$ cat src/core/fpm_map.svh
`ifndef FPM_MAP_SVH
`define FPM_MAP_SVH

// ------------------------------------------------------------
// Timing
// ------------------------------------------------------------
`define FPM_CLK_MHZ 20
`define FPM_TICK_US 1000
`define FPM_TICK_CYC (`FPM_CLK_MHZ * `FPM_TICK_US)
`define FPM_PAGE_MIN_MS 16'd200
`define FPM_PAGE_MAX_MS 16'd1000
`define FPM_SHORT_MIN_MS 16'd100
`define FPM_SHORT_MAX_MS 16'd2000
`define FPM_LONG_MS 16'd2000
`define FPM_IDLE_MS 16'd30000

// ------------------------------------------------------------
// Register offsets
// ------------------------------------------------------------
`define FPM_REG_CTRL 8'h00
`define FPM_REG_CMD 8'h04
`define FPM_REG_DISP 8'h08
`define FPM_REG_SET 8'h0c
`define FPM_REG_FREQ 8'h10

// ------------------------------------------------------------
// Fields and values
// ------------------------------------------------------------
`define FPM_CTRL_FAULT 0
`define FPM_CTRL_ALARM 1
`define FPM_CTRL_LINK_FAIL 2
`define FPM_CTRL_BAT_MODE 3
`define FPM_CTRL_PARALLEL 4
`define FPM_CTRL_PARALLEL_FLASH 5
`define FPM_CMD_RESTART 0
`define FPM_LAST_PAGE 5'd17
`define FPM_ALARM_PAGE 5'd18
`define FPM_FREQ_50 16'd5000
`define FPM_FREQ_60 16'd6000
`define FPM_RATED_FULL 8'd100
`define FPM_RATED_DERATED 8'd90
`define FPM_AXI_OKAY 2'b00
`define FPM_AXI_SLVERR 2'b10

`endif

$ cat src/core/fpm_pkg.sv
package fpm_pkg;
  typedef enum logic [1:0] {KEY_UP, KEY_DOWN, KEY_ENTER, KEY_ESC} fpm_key_t;
  typedef enum logic [1:0] {VOLT_208, VOLT_220, VOLT_230, VOLT_240} fpm_volt_t;
  typedef enum logic [1:0] {ST_VIEW, ST_SELECT, ST_EDIT, ST_SET} fpm_state_t;
  typedef enum logic {ITEM_VOLT, ITEM_FREQ} fpm_item_t;
  typedef enum logic [3:0] {
    SHOW_MAIN_VF, SHOW_FAULT, SHOW_ALARM, SHOW_PAGE, SHOW_SINGLE, SHOW_PARALLEL,
    SHOW_PARALLEL_FLASH, SHOW_LINK_ERR, SHOW_CONST_VOLT
  } fpm_show_t;
endpackage

$ cat src/core/fpm_key_if.sv
`timescale 1ns/1ps
`default_nettype none
interface fpm_key_if;
  import fpm_pkg::*;
  logic rel_valid;
  fpm_key_t rel_key;
  logic [15:0] rel_ms;
  logic long_enter;
  logic any_down;
  modport src (output rel_valid, output rel_key, output rel_ms, output long_enter,
               output any_down);
  modport dst (input rel_valid, input rel_key, input rel_ms, input long_enter,
               input any_down);
endinterface
`default_nettype wire

$ cat src/core/fpm_freq_ramp.sv
`timescale 1ns/1ps
`default_nettype none
`include "fpm_map.svh"
module fpm_freq_ramp #(
  parameter logic [15:0] STEP = 16'h0001
) (
  input wire logic aclk,
  input wire logic aresetn,
  input wire logic ms_tick,
  input wire logic ramp_en,
  input wire logic [15:0] target,
  output logic [15:0] cur_ff
);
  // Battery mode slews toward target; grid mode follows it directly
  always_ff @(posedge aclk) begin
    if (!aresetn) begin
      cur_ff <= `FPM_FREQ_50;
    end else if (!ramp_en) begin
      cur_ff <= target;
    end else if (ms_tick && cur_ff < target) begin
      cur_ff <= (target - cur_ff > STEP) ? cur_ff + STEP : target;
    end else if (ms_tick && cur_ff > target) begin
      cur_ff <= (cur_ff - target > STEP) ? cur_ff - STEP : target;
    end
  end
endmodule
`default_nettype wire

$ cat src/core/fpm_key_timer.sv
`timescale 1ns/1ps
`default_nettype none
`include "fpm_map.svh"
module fpm_key_timer
  import fpm_pkg::*;
(
  input wire logic aclk,
  input wire logic aresetn,
  input wire logic ms_tick,
  input wire logic [3:0] keys,
  fpm_key_if.src ev
);
  logic held_ff;
  fpm_key_t key_ff;
  logic [15:0] cnt_ff;
  logic rel_ff;
  logic long_ff;

  // Only the first key pressed is timed; others are ignored until release
  always_ff @(posedge aclk) begin
    if (!aresetn) begin
      held_ff <= 1'b0;
      key_ff <= KEY_UP;
    end else if (!held_ff && keys != 4'h0) begin
      held_ff <= 1'b1;
      key_ff <= keys[0] ? KEY_UP : keys[1] ? KEY_DOWN : keys[2] ? KEY_ENTER : KEY_ESC;
    end else if (held_ff && !keys[key_ff]) begin
      held_ff <= 1'b0;
    end
  end

  always_ff @(posedge aclk) begin
    if (!aresetn) begin
      cnt_ff <= 16'h0000;
    end else if (!held_ff) begin
      cnt_ff <= 16'h0000;
    end else if (ms_tick && cnt_ff != 16'hffff) begin
      cnt_ff <= cnt_ff + 16'h0001;
    end
  end

  always_ff @(posedge aclk) begin
    if (!aresetn) begin
      rel_ff <= 1'b0;
      long_ff <= 1'b0;
    end else begin
      rel_ff <= held_ff && !keys[key_ff];
      long_ff <= held_ff && keys[key_ff] && key_ff == KEY_ENTER && ms_tick &&
                 cnt_ff == `FPM_LONG_MS;
    end
  end

  assign ev.rel_valid = rel_ff;
  assign ev.rel_key = key_ff;
  assign ev.rel_ms = cnt_ff;
  assign ev.long_enter = long_ff;
  assign ev.any_down = held_ff;
endmodule
`default_nettype wire

$ cat src/core/fpm_top.sv
// Our own choices: register access over AXI4-Lite and the register offsets.
`timescale 1ns/1ps
`default_nettype none
`include "fpm_map.svh"
module fpm_top
  import fpm_pkg::*;
#(
  parameter int TICK_CYCLES = `FPM_TICK_CYC,
  parameter logic [15:0] RAMP_STEP = 16'h0001
) (
  input wire logic aclk,
  input wire logic aresetn,
  input wire logic key_up,
  input wire logic key_down,
  input wire logic key_enter,
  input wire logic key_esc,
  input wire logic [7:0] s_axi_awaddr,
  input wire logic [2:0] s_axi_awprot,
  input wire logic s_axi_awvalid,
  output logic s_axi_awready,
  input wire logic [31:0] s_axi_wdata,
  input wire logic [3:0] s_axi_wstrb,
  input wire logic s_axi_wvalid,
  output logic s_axi_wready,
  output logic [1:0] s_axi_bresp,
  output logic s_axi_bvalid,
  input wire logic s_axi_bready,
  input wire logic [7:0] s_axi_araddr,
  input wire logic [2:0] s_axi_arprot,
  input wire logic s_axi_arvalid,
  output logic s_axi_arready,
  output logic [31:0] s_axi_rdata,
  output logic [1:0] s_axi_rresp,
  output logic s_axi_rvalid,
  input wire logic s_axi_rready,
  output logic store_strobe,
  output logic [1:0] store_volt
);
  // ------------------------------------------------------------
  // Helpers
  // ------------------------------------------------------------
  function automatic logic in_window(input logic [15:0] ms, input logic [15:0] lo,
                                     input logic [15:0] hi);
    in_window = ms >= lo && ms <= hi;
  endfunction

  function automatic logic [15:0] freq_of(input logic sel);
    freq_of = sel ? `FPM_FREQ_60 : `FPM_FREQ_50;
  endfunction

  // ------------------------------------------------------------
  // Millisecond tick
  // ------------------------------------------------------------
  logic [15:0] div_ff;
  logic tick_ff;

  always_ff @(posedge aclk) begin
    if (!aresetn) begin
      div_ff <= 16'h0000;
      tick_ff <= 1'b0;
    end else if (div_ff == 16'(TICK_CYCLES - 1)) begin
      div_ff <= 16'h0000;
      tick_ff <= 1'b1;
    end else begin
      div_ff <= div_ff + 16'h0001;
      tick_ff <= 1'b0;
    end
  end

  fpm_key_if kev ();

  fpm_key_timer u_keys (
    .aclk(aclk),
    .aresetn(aresetn),
    .ms_tick(tick_ff),
    .keys({key_esc, key_enter, key_down, key_up}),
    .ev(kev.src)
  );

  // ------------------------------------------------------------
  // Register file
  // ------------------------------------------------------------
  logic [5:0] ctrl_ff;
  logic restart_ff;
  logic aw_ff, w_ff;
  logic [7:0] awaddr_ff;
  logic [31:0] wdata_ff;
  logic [3:0] wstrb_ff;
  logic do_write;

  assign do_write = aw_ff && w_ff && !s_axi_bvalid;

  always_ff @(posedge aclk) begin
    if (!aresetn) begin
      aw_ff <= 1'b0;
      awaddr_ff <= 8'h00;
      s_axi_awready <= 1'b1;
    end else if (s_axi_awvalid && s_axi_awready) begin
      aw_ff <= 1'b1;
      awaddr_ff <= s_axi_awaddr;
      s_axi_awready <= 1'b0;
    end else if (do_write) begin
      aw_ff <= 1'b0;
      s_axi_awready <= 1'b1;
    end
  end

  always_ff @(posedge aclk) begin
    if (!aresetn) begin
      w_ff <= 1'b0;
      wdata_ff <= 32'h0000_0000;
      wstrb_ff <= 4'h0;
      s_axi_wready <= 1'b1;
    end else if (s_axi_wvalid && s_axi_wready) begin
      w_ff <= 1'b1;
      wdata_ff <= s_axi_wdata;
      wstrb_ff <= s_axi_wstrb;
      s_axi_wready <= 1'b0;
    end else if (do_write) begin
      w_ff <= 1'b0;
      s_axi_wready <= 1'b1;
    end
  end

  always_ff @(posedge aclk) begin
    if (!aresetn) begin
      s_axi_bvalid <= 1'b0;
      s_axi_bresp <= `FPM_AXI_OKAY;
    end else if (do_write) begin
      s_axi_bvalid <= 1'b1;
      s_axi_bresp <= (awaddr_ff == `FPM_REG_CTRL || awaddr_ff == `FPM_REG_CMD) ?
                     `FPM_AXI_OKAY : `FPM_AXI_SLVERR;
    end else if (s_axi_bready) begin
      s_axi_bvalid <= 1'b0;
    end
  end

  always_ff @(posedge aclk) begin
    if (!aresetn) begin
      ctrl_ff <= 6'h00;
      restart_ff <= 1'b0;
    end else begin
      restart_ff <= do_write && awaddr_ff == `FPM_REG_CMD && wstrb_ff[0] &&
                    wdata_ff[`FPM_CMD_RESTART];
      if (do_write && awaddr_ff == `FPM_REG_CTRL && wstrb_ff[0]) begin
        ctrl_ff <= wdata_ff[5:0];
      end
    end
  end

  logic fault, alarm, link_fail, bat_mode;
  assign fault = ctrl_ff[`FPM_CTRL_FAULT];
  assign alarm = ctrl_ff[`FPM_CTRL_ALARM];
  assign link_fail = ctrl_ff[`FPM_CTRL_LINK_FAIL];
  assign bat_mode = ctrl_ff[`FPM_CTRL_BAT_MODE];

  // ------------------------------------------------------------
  // Menu and pages
  // ------------------------------------------------------------
  fpm_state_t state_ff;
  fpm_item_t item_ff;
  logic [4:0] page_ff;
  logic [15:0] idle_ff;
  fpm_volt_t volt_ff;
  logic freq_sel_ff, freq_edit_ff, freq_pend_ff, freq_applied_ff;
  logic rel_short, rel_page, step_up, step_dn;
  logic [4:0] top_page;

  assign rel_short = kev.rel_valid && in_window(kev.rel_ms, `FPM_SHORT_MIN_MS,
                                                `FPM_SHORT_MAX_MS);
  assign rel_page = kev.rel_valid && in_window(kev.rel_ms, `FPM_PAGE_MIN_MS,
                                               `FPM_PAGE_MAX_MS);
  assign step_up = kev.rel_key == KEY_UP;
  assign step_dn = kev.rel_key == KEY_DOWN;
  assign top_page = alarm ? `FPM_ALARM_PAGE : `FPM_LAST_PAGE;

  always_ff @(posedge aclk) begin
    if (!aresetn) begin
      state_ff <= ST_VIEW;
      item_ff <= ITEM_VOLT;
    end else if (state_ff == ST_VIEW) begin
      if (kev.long_enter) begin
        state_ff <= ST_SELECT;
        item_ff <= ITEM_VOLT;
      end
    end else if (tick_ff && idle_ff == `FPM_IDLE_MS - 16'd1) begin
      state_ff <= ST_VIEW;
    end else if (rel_short) begin
      unique case (kev.rel_key)
        KEY_UP, KEY_DOWN: begin
          if (state_ff != ST_EDIT) begin
            item_ff <= (item_ff == ITEM_VOLT) ? ITEM_FREQ : ITEM_VOLT;
            state_ff <= ST_SELECT;
          end
        end
        KEY_ENTER: state_ff <= (state_ff == ST_EDIT) ? ST_SET : ST_EDIT;
        KEY_ESC: state_ff <= ST_VIEW;
      endcase
    end
  end

  // Idle time counts only while no key is down
  always_ff @(posedge aclk) begin
    if (!aresetn) begin
      idle_ff <= 16'h0000;
    end else if (state_ff == ST_VIEW || kev.any_down) begin
      idle_ff <= 16'h0000;
    end else if (tick_ff && idle_ff != `FPM_IDLE_MS) begin
      idle_ff <= idle_ff + 16'h0001;
    end
  end

  always_ff @(posedge aclk) begin
    if (!aresetn) begin
      page_ff <= 5'd0;
    end else if (state_ff != ST_VIEW) begin
      page_ff <= 5'd0;
    end else if (page_ff > top_page) begin
      page_ff <= 5'd0;
    end else if (rel_page && step_dn) begin
      page_ff <= (page_ff == top_page) ? 5'd0 : page_ff + 5'd1;
    end else if (rel_page && step_up) begin
      page_ff <= (page_ff == 5'd0) ? top_page : page_ff - 5'd1;
    end
  end

  // ------------------------------------------------------------
  // Settings
  // ------------------------------------------------------------
  logic edit_volt, edit_freq;
  assign edit_volt = state_ff == ST_EDIT && item_ff == ITEM_VOLT && rel_short;
  assign edit_freq = state_ff == ST_EDIT && item_ff == ITEM_FREQ && rel_short;

  // Voltage applies and is stored on every step, not on exit
  always_ff @(posedge aclk) begin
    if (!aresetn) begin
      volt_ff <= VOLT_230;
      store_strobe <= 1'b0;
      store_volt <= VOLT_230;
    end else begin
      store_strobe <= 1'b0;
      if (edit_volt && (step_up || step_dn)) begin
        volt_ff <= step_dn ? fpm_volt_t'(volt_ff + 2'd1) : fpm_volt_t'(volt_ff - 2'd1);
        store_strobe <= 1'b1;
        store_volt <= step_dn ? volt_ff + 2'd1 : volt_ff - 2'd1;
      end
    end
  end

  always_ff @(posedge aclk) begin
    if (!aresetn) begin
      freq_edit_ff <= 1'b0;
      freq_sel_ff <= 1'b0;
      freq_pend_ff <= 1'b0;
    end else begin
      if (state_ff == ST_SELECT) begin
        freq_edit_ff <= freq_sel_ff;
      end else if (edit_freq && (step_up || step_dn)) begin
        freq_edit_ff <= !freq_edit_ff;
      end
      if (edit_freq && (kev.rel_key == KEY_ENTER || kev.rel_key == KEY_ESC) &&
          freq_edit_ff != freq_sel_ff) begin
        freq_sel_ff <= freq_edit_ff;
        freq_pend_ff <= bat_mode;
      end else if (restart_ff || !bat_mode) begin
        freq_pend_ff <= 1'b0;
      end
    end
  end

  // Applied frequency follows the setting except while a battery-mode change waits
  always_ff @(posedge aclk) begin
    if (!aresetn) begin
      freq_applied_ff <= 1'b0;
    end else if (!bat_mode || restart_ff || !freq_pend_ff) begin
      if (!(edit_freq && bat_mode)) begin
        freq_applied_ff <= freq_sel_ff;
      end
    end
  end

  logic [15:0] freq_now;

  fpm_freq_ramp #(
    .STEP(RAMP_STEP)
  ) u_ramp (
    .aclk(aclk),
    .aresetn(aresetn),
    .ms_tick(tick_ff),
    .ramp_en(bat_mode),
    .target(freq_of(freq_applied_ff)),
    .cur_ff(freq_now)
  );

  // ------------------------------------------------------------
  // Display content
  // ------------------------------------------------------------
  fpm_show_t show;
  always_comb begin
    show = SHOW_PAGE;
    if (page_ff == 5'd0) begin
      show = fault ? SHOW_FAULT : alarm ? SHOW_ALARM : SHOW_MAIN_VF;
    end else if (page_ff == `FPM_ALARM_PAGE) begin
      show = SHOW_ALARM;
    end else if (page_ff == 5'd12) begin
      show = !ctrl_ff[`FPM_CTRL_PARALLEL] ? SHOW_SINGLE :
             ctrl_ff[`FPM_CTRL_PARALLEL_FLASH] ? SHOW_PARALLEL_FLASH : SHOW_PARALLEL;
    end else if (page_ff >= 5'd13 && link_fail) begin
      show = SHOW_LINK_ERR;
    end else if (page_ff == 5'd16) begin
      show = SHOW_CONST_VOLT;
    end
  end

  logic [31:0] disp_word, set_word;
  assign disp_word = {8'h00, show, 2'b00, state_ff == ST_EDIT, state_ff == ST_SELECT,
                      3'b000, item_ff, 2'b00, state_ff, 3'b000, page_ff};
  assign set_word = {16'h0000, (volt_ff == VOLT_208) ? `FPM_RATED_DERATED :
                     `FPM_RATED_FULL, 2'b00, freq_pend_ff, freq_sel_ff, 2'b00, volt_ff};

  // ------------------------------------------------------------
  // Read channel
  // ------------------------------------------------------------
  always_ff @(posedge aclk) begin
    if (!aresetn) begin
      s_axi_arready <= 1'b1;
      s_axi_rvalid <= 1'b0;
      s_axi_rdata <= 32'h0000_0000;
      s_axi_rresp <= `FPM_AXI_OKAY;
    end else if (s_axi_arvalid && s_axi_arready) begin
      s_axi_arready <= 1'b0;
      s_axi_rvalid <= 1'b1;
      s_axi_rresp <= `FPM_AXI_OKAY;
      unique case (s_axi_araddr)
        `FPM_REG_CTRL: s_axi_rdata <= {26'h0, ctrl_ff};
        `FPM_REG_CMD: s_axi_rdata <= 32'h0000_0000;
        `FPM_REG_DISP: s_axi_rdata <= disp_word;
        `FPM_REG_SET: s_axi_rdata <= set_word;
        `FPM_REG_FREQ: s_axi_rdata <= {freq_of(freq_applied_ff), freq_now};
        default: begin
          s_axi_rdata <= 32'h0000_0000;
          s_axi_rresp <= `FPM_AXI_SLVERR;
        end
      endcase
    end else if (s_axi_rvalid && s_axi_rready) begin
      s_axi_rvalid <= 1'b0;
      s_axi_arready <= 1'b1;
    end
  end
endmodule
`default_nettype wire

$ cat config.mk
export PLATFORM = sky130hd
export DESIGN_NAME = fpm_top
export DESIGN_NICKNAME = d
export VERILOG_FILES = /design/src/core/fpm_pkg.sv /design/src/core/fpm_key_if.sv /design/src/core/fpm_freq_ramp.sv /design/src/core/fpm_key_timer.sv /design/src/core/fpm_top.sv
export VERILOG_INCLUDE_DIRS = /design/src /design/src/core
export SDC_FILE = /design/constraint.sdc
export NUM_CORES = 1
export LEC_CHECK = 0
export BUFFER_PORTS_ARGS = -buffer_cell sky130_fd_sc_hd__buf_2
export CAP_MARGIN = 30
export CORE_ASPECT_RATIO = 0.7
export CORE_UTILIZATION = 40
export CTS_CLUSTER_DIAMETER = 60
export DETAILED_ROUTE_END_ITERATION = 10
export SKIP_LAST_GASP = 1
export SYNTH_ARGS = -nofsm -noshare
export SYNTH_HDL_FRONTEND = slang
export SYNTH_SLANG_ARGS = --single-unit
$ cat constraint.sdc
create_clock -name aclk -period 4.8 [get_ports aclk]
set_input_delay 0.48 -clock aclk [delete_from_list [all_inputs] [get_ports aclk]]
set_output_delay 0.48 -clock aclk [all_outputs]
set_load 0.01 [all_outputs]
==> impl_metrics.toml, run 1 <==
[pwr]
p_leak_nw = 3.573
power_density_nw_per_um2 = 290.5
vdd_drop_max_mv = 0.2207

[place]
gp_congestion = 0.9579
portBuffers = 70
dp_hpwl_um = 17600

[logic_synthesis]
synth_area_um2 = 8496
syn_inst = 1096
ys_ff_latch = 141
async_reset_ff_share_pct = 0
yosysWarnings = 0
synth.lib_cells_used.distinct = 86
synth_edf_count = 0
syn_area_per_cell_um2 = 7.752
ys.flop_type = "dfxtp_1"
yosysSeqAreaShare_pct = 33.23

[run]
maxCapViolations = 0

[sta]
fin_crit_ps = 4006
setup_tns_ps = 0
rsz0062_at_grt = "false"
worst_slew_pin_slew_ps = 880.6
skew_ps = 14.36
slew_headroom_pct = 41.08
drv_slew = 0
post-route-period-util_pct = 83.46
setup_violations = 0
max_freq_ghz = 0.2496
hold_viol = 0

[global_route]
grt_pass1_vias = 6980
grt_pass1_wl_um = 39120
track_usage_pct = 23.03
antenna_found_initial = 0
grt_overflow_total = 0
grt_max_degree = 59

[clock_network]
clk_pin_slew_ps = 70
root_buffer = "clkbuf_16"
cts_tree = "done"
postCtsSetupBuffers = 0
hold_buffers = 0
clkLatencyLatePin_ps = 440
cts.sinks = 141
cts_made_buffers = 17
cts_resized = 0
cts_max_level = 4
cts_buffer_depth = 2

[setup_path]
worstSetupStartpointType = "flip-flop"
rr_endpoint = "u_ramp.cur_ff[11]$_SDFFE_PN0P_"
r2r_start = "freq_applied_ff$_SDFFE_PN0P_"
crit_path_end_kind = "flip-flop"
crit_fanout = 12
crit_arrival_ps = 4380
reg2reg_depth = 11
worstSetupPathType = "reg -> reg"
crit_slowest_cell = "and2_1"
crit_top_cell = "o21ai_1"
worstPathRequired_ps = 5170
crit_chain = "clkinv_1, buf_4, ha_1, and3_1, o21ai_1, a21boi_1, o21ai_2, and2_1, mux2i_1, or4b_1, o21ai_1"
worst_path_largest_cell_delay_ps = 560
rrSetupSlack_ps = 790
worstSetupStartpoint = "freq_applied_ff$_SDFFE_PN0P_"

[final_layout]
drive_gt1_share_pct = 11.70
fin_nets = 1230
num-fill-cells = 2081
final_util_pct = 46.02
areaGrowthSynthToFinish_pct = 12.43
final_common_cell = "dfxtp_1"
diodes = 0
mostFrequentLayoutCells = "141 x dfxtp_1, 134 x nor2_1, 110 x nand2_1"

[detailed_routing]
first_pass_iters = 5
totalWireLength_um = 24680
vias_per_cell = 5.785
postRouteAntennaNets = 0
wire_per_inst_um = 17.37
vias = 8221
drt-initial-drc-count = 805
drc = 0

[floorplan]
rows = 44
dieArea_um2 = 21840
start_util_pct = 40.93
die_w_um = 176.2
io_pins = 113
core_um2 = 20750
die-height_um = 123.9

[worst_hold_path]
hold_start = "s_axi_awaddr[2]"
hold_path_depth = 3
worst_hold_path.endpoint = "awaddr_ff[2]$_SDFFE_PN0P_"
hold_path.class = "in -> reg"

[run_status]
outcome = "finished, final reports clean"
## worst max-delay path by stage
stage / end / slack [ps] / depth (start not counted)
2_1_floorplan: u_ramp.cur_ff[10]$_SDFFE_PN0P_ / 1300 / 11
3_3_place_gp: u_ramp.cur_ff[11]$_SDFFE_PN0P_ / 1030 / 11
3_5_place_dp: u_ramp.cur_ff[11]$_SDFFE_PN0P_ / 980 / 11
4_1_cts: u_ramp.cur_ff[11]$_SDFFE_PN0P_ / 910 / 11
5_1_grt: u_ramp.cur_ff[3]$_SDFFE_PN1P_ / 650 / 10
6_report: u_ramp.cur_ff[11]$_SDFFE_PN0P_ / 790 / 11
## worst max-delay path: cells and delay by family (launching register included)
kind,cells,cell delay (ps)
DFF,1,340
and+or+nand+nor,3,1380
buffers and inverters,2,600
AOI/OAI and AO/OA,4,960
muxes,1,180
adders and majority gates,1,480
## area by class of cell
cell class	instances	area (um2)	share of cell area [%]
clock buffer	20	456.7	4.781
clock inverter	12	112.6	1.179
inverter	43	161.4	1.690
multi-input combinational	847	5213	54.57
sequential	141	2823	29.55
tap	276	345.3	3.615
timing repair buffer	82	440.4	4.611
## flip-flops by register name (all words and copies together) (netlist names), 5 cells and up
name	flops
div_ff	16
idle_ff	16
wdata_ff	6
u_ramp.cur_ff	16
u_keys.ev.rel_ms	16
awaddr_ff	8
ctrl_ff	6
page_ff	5
s_axi_rdata	25
## cell usage after synthesis (19+ instances only)
| cell | number | area (um2) |
|---|---|---|
| xnor2_1 | 32 | 280.3 |
| nand4_1 | 20 | 125.1 |
| ha_1 | 28 | 350.3 |
| o21ai_0 | 47 | 235.2 |
| nor3_1 | 28 | 140.1 |
| nand2_1 | 110 | 412.9 |
| a21oi_1 | 97 | 485.5 |
| inv_1 | 42 | 157.7 |
| xor2_1 | 27 | 236.5 |
| clkbuf_1 | 43 | 161.4 |
| mux2i_1 | 21 | 210.2 |
| nand3_1 | 52 | 260.3 |
| dfxtp_1 | 141 | 2823 |
| and3_1 | 19 | 118.9 |
| nor2_1 | 134 | 503.0 |
## kinds of logic after synthesis
family,share of synthesized area (%)
AND/OR/NAND/NOR,26.82
flip-flops,33.23
multiplexers,3.299
AO/OA/AOI/OAI,20.49
adder cells (fa/ha/maj),4.359
other,0.04414
buffers and inverters,5.685
XOR/XNOR,6.083
## per-stage QoR
step | area [um2] | worst slack [ps] | hold WS (ps) | power (W) | instances
global placement | 8975 | 1035 | 439.1 | 0.001484 | 1388
floorplan | 8518 | 1302 | 430.2 | 0.001410 | 1102
finish | 9552 | 793.8 | 281.8 | 0.002774 | 1421
CTS | 9552 | 912.0 | 278.8 | 0.002783 | 1421
detailed placement | 8982 | 978.7 | 446.5 | 0.001486 | 1389
global route | 9552 | 650.8 | 286.8 | 0.002871 | 1421
## where the power goes
group          internal (W)  total [W]  leakage, nW  switching [W]
logic             0.0000895   0.000245         2.16       0.000156
registers           0.00119    0.00122         1.14      0.0000280
clock network      0.000744    0.00131        0.271       0.000563
## metal layers
metal / vias up / share of wire (%) / track usage [%]
li1: 3992 / - / -
met1: 3882 / 51 / 35.93
met2: 319 / 38 / 29.65
met3: 28 / 9.4 / 6.899
met4: 0 / 0.90 / 5.217
met5: - / 0 / 0
(Power assumes the default switching activity.)
==> run 2, diff against run 1 <==
==> constraint.sdc (replaced) <==
create_clock -name aclk -period 3.4 [get_ports aclk]
set_input_delay 0.34 -clock aclk [delete_from_list [all_inputs] [get_ports aclk]]
set_output_delay 0.34 -clock aclk [all_outputs]
set_load 0.01 [all_outputs]
==> run 2 against run 1 <==
Against the previous run:
- combinational power increased by 50%
- count of clock-buffer cells in the layout decreased by 2
- hold slack got worse by 120 ps
- sequential power increased by 41%
- maximum frequency increased by 24%
- worst setup slack got worse by 630 ps
- critical path type unchanged
- non-clock buffer count increased by 40
- highest routed layer unchanged
- clock skew decreased by 5.5 ps
==> impl_metrics.toml, run 2 (synthesis results as in run 1) <==
[sta]
fin_crit_ps = 3239
worst_slew_pin_slew_ps = 805.0
hold_viol = 0
max_freq_ghz = 0.3087
rsz0062_at_grt = "true"
setup_violations = 0
setup_tns_ps = 0
drv_slew = 0
post-route-period-util_pct = 95.27
skew_ps = 8.830
slew_headroom_pct = 45.92

[place]
dpl_cell_area_um2 = 9284
portBuffers = 70
dp_hpwl_um = 18340
gp_congestion = 0.9547

[final_layout]
final_common_cell = "dfxtp_1"
postLayoutCellArea_um2 = 9932
multi_input_area_um2 = 5241
areaGrowthSynthToFinish_pct = 16.91
num-fill-cells = 2049
largest_reg_flops = 25
drive_gt1_share_pct = 15.44
fin_nets = 1270
mostFrequentLayoutCells = "141 x dfxtp_1, 134 x nor2_1, 110 x nand2_1"
regArea_um2 = 2823
regMostFlops = "s_axi_rdata"
diodes = 0

[worst_hold_path]
hold_path_depth = 3
worst_hold_path.endpoint = "wdata_ff[3]$_SDFFE_PN0P_"
hold_path.class = "in -> reg"
hold_start = "s_axi_wdata[3]"

[clock_network]
cts_tree = "done"
clk_pin_slew_ps = 70
postCtsSetupBuffers = 0
cts_made_buffers = 17
root_buffer = "clkbuf_16"
hold_buffers = 0
cts_max_level = 4
cts.sinks = 141
clkLatencyLatePin_ps = 430
cts_buffer_depth = 2

[detailed_routing]
vias_per_cell = 5.627
totalWireLength_um = 24740
wire_per_inst_um = 16.93
drt-initial-drc-count = 910
drc = 0
vias = 8221
first_pass_iters = 6
postRouteAntennaNets = 0

[setup_path]
worstPathRequired_ps = 3730
worstSetupPathType = "reg -> reg"
crit_path_end_kind = "flip-flop"
crit_slowest_cell = "fa_1"
rr_endpoint = "u_ramp.cur_ff[10]$_SDFFE_PN0P_"
path_delay_family = "compound AO/OA/AOI/OAI gates"
reg2reg_depth = 13
rrSetupSlack_ps = 160
worst_path_largest_cell_delay_ps = 490
worstSetupStartpoint = "u_ramp.cur_ff[3]$_SDFFE_PN1P_"
r2r_start = "u_ramp.cur_ff[3]$_SDFFE_PN1P_"
crit_arrival_ps = 3570
crit_chain = "inv_1, ha_1, fa_1, o21ai_0, nor3b_1, buf_4, nand4_1, a2111oi_2, o2111ai_2, buf_4, nand2b_1, a21boi_0, and4bb_1"
crit_fanout = 7
crit_top_cell = "buf_4"
worstSetupStartpointType = "flip-flop"
worst-path-buf-inv = 3

[pwr]
power_density_nw_per_um2 = 411.1
p_leak_nw = 3.794
vdd_drop_max_mv = 0.2963

[global_route]
track_usage_pct = 23.27
grt_busiest_layer = "met1"
grt_pass1_vias = 7316
grt_use_met1_pct = 35.79
antenna_found_initial = 0
grt_overflow_total = 0
grt_max_degree = 50
grt_pass1_wl_um = 39440
use_met2_pct = 30.36
grtUsageMet3_pct = 7.357

[floorplan]
core_um2 = 20750
die-height_um = 123.9
die_w_um = 176.2
io_pins = 113
dieArea_um2 = 21840
start_util_pct = 40.93
rows = 44

[run_status]
outcome = "finished, final reports clean"

[run]
maxCapViolations = 0
## run 2: worst max path at each step
stage / depth (start not counted) / end / slack (ps)
final: 13 / u_ramp.cur_ff[10]$_SDFFE_PN0P_ / 160
after global routing: 13 / u_ramp.cur_ff[10]$_SDFFE_PN0P_ / -50
after CTS: 10 / u_ramp.cur_ff[3]$_SDFFE_PN1P_ / 50
after detailed placement: 10 / u_ramp.cur_ff[2]$_SDFFE_PN0P_ / 70
after global placement: 10 / u_ramp.cur_ff[2]$_SDFFE_PN0P_ / 110
after floorplan: 11 / u_ramp.cur_ff[10]$_SDFFE_PN0P_ / 70
## run 2: cell type report
| cell class | instances | area share, % |
|---|---|---|
| Clock buffer | 18 | 4.422 |
| Clock inverter | 14 | 1.814 |
| Inverter | 43 | 1.638 |
| Multi-Input combinational cell | 847 | 52.77 |
| Sequential cell | 141 | 28.42 |
| Tap cell | 276 | 3.477 |
| Timing Repair Buffer | 122 | 7.458 |
## run 2: metrics by stage
stage          hold WS [ps]  total power (W)  instances  utilization, %  worst slack (ps)
5_1_grt               155.1         0.004228       1461           47.85            -51.00
2_1_floorplan         430.2         0.001990       1102               -             72.87
3_5_place_dp          447.2         0.002115       1429           44.73             69.83
4_1_cts               141.1         0.004102       1461           47.72             52.70
6_report              157.2         0.004083       1461           47.85             160.7
3_3_place_gp          437.1         0.002111       1429           44.73             110.5
## run 2: repair_timing
action / CTS / global route
setup endpoints to repair: 0 / 14
endpoints found under the hold margin: 0 / 0
resized for setup: 0 / 7
## run 2: worst min-delay path: cells and delay by family
family | cells | cell delay [ps]
buf+inv | 1 | 100
simple gates | 1 | 60
compound gates | 1 | 50
## run 2: power by group
| group | total (W) | switching (W) | internal (W) |
|---|---|---|---|
| Sequential | 0.00172 | 0.0000390 | 0.00168 |
| Combinational | 0.000368 | 0.000221 | 0.000147 |
| Clock | 0.00199 | 0.000804 | 0.00119 |
| Total | 0.00408 | 0.00106 | 0.00302 |
## run 2: routing by layer
| layer | vias to the layer above | wire (um) |
|---|---|---|
| met1 | 3862 | 12770 |
| met2 | 274 | 9435 |
| met3 | 24 | 2318 |
| met4 | 0 | 213 |
| li1 | 4061 | - |
| met5 | - | 0 |
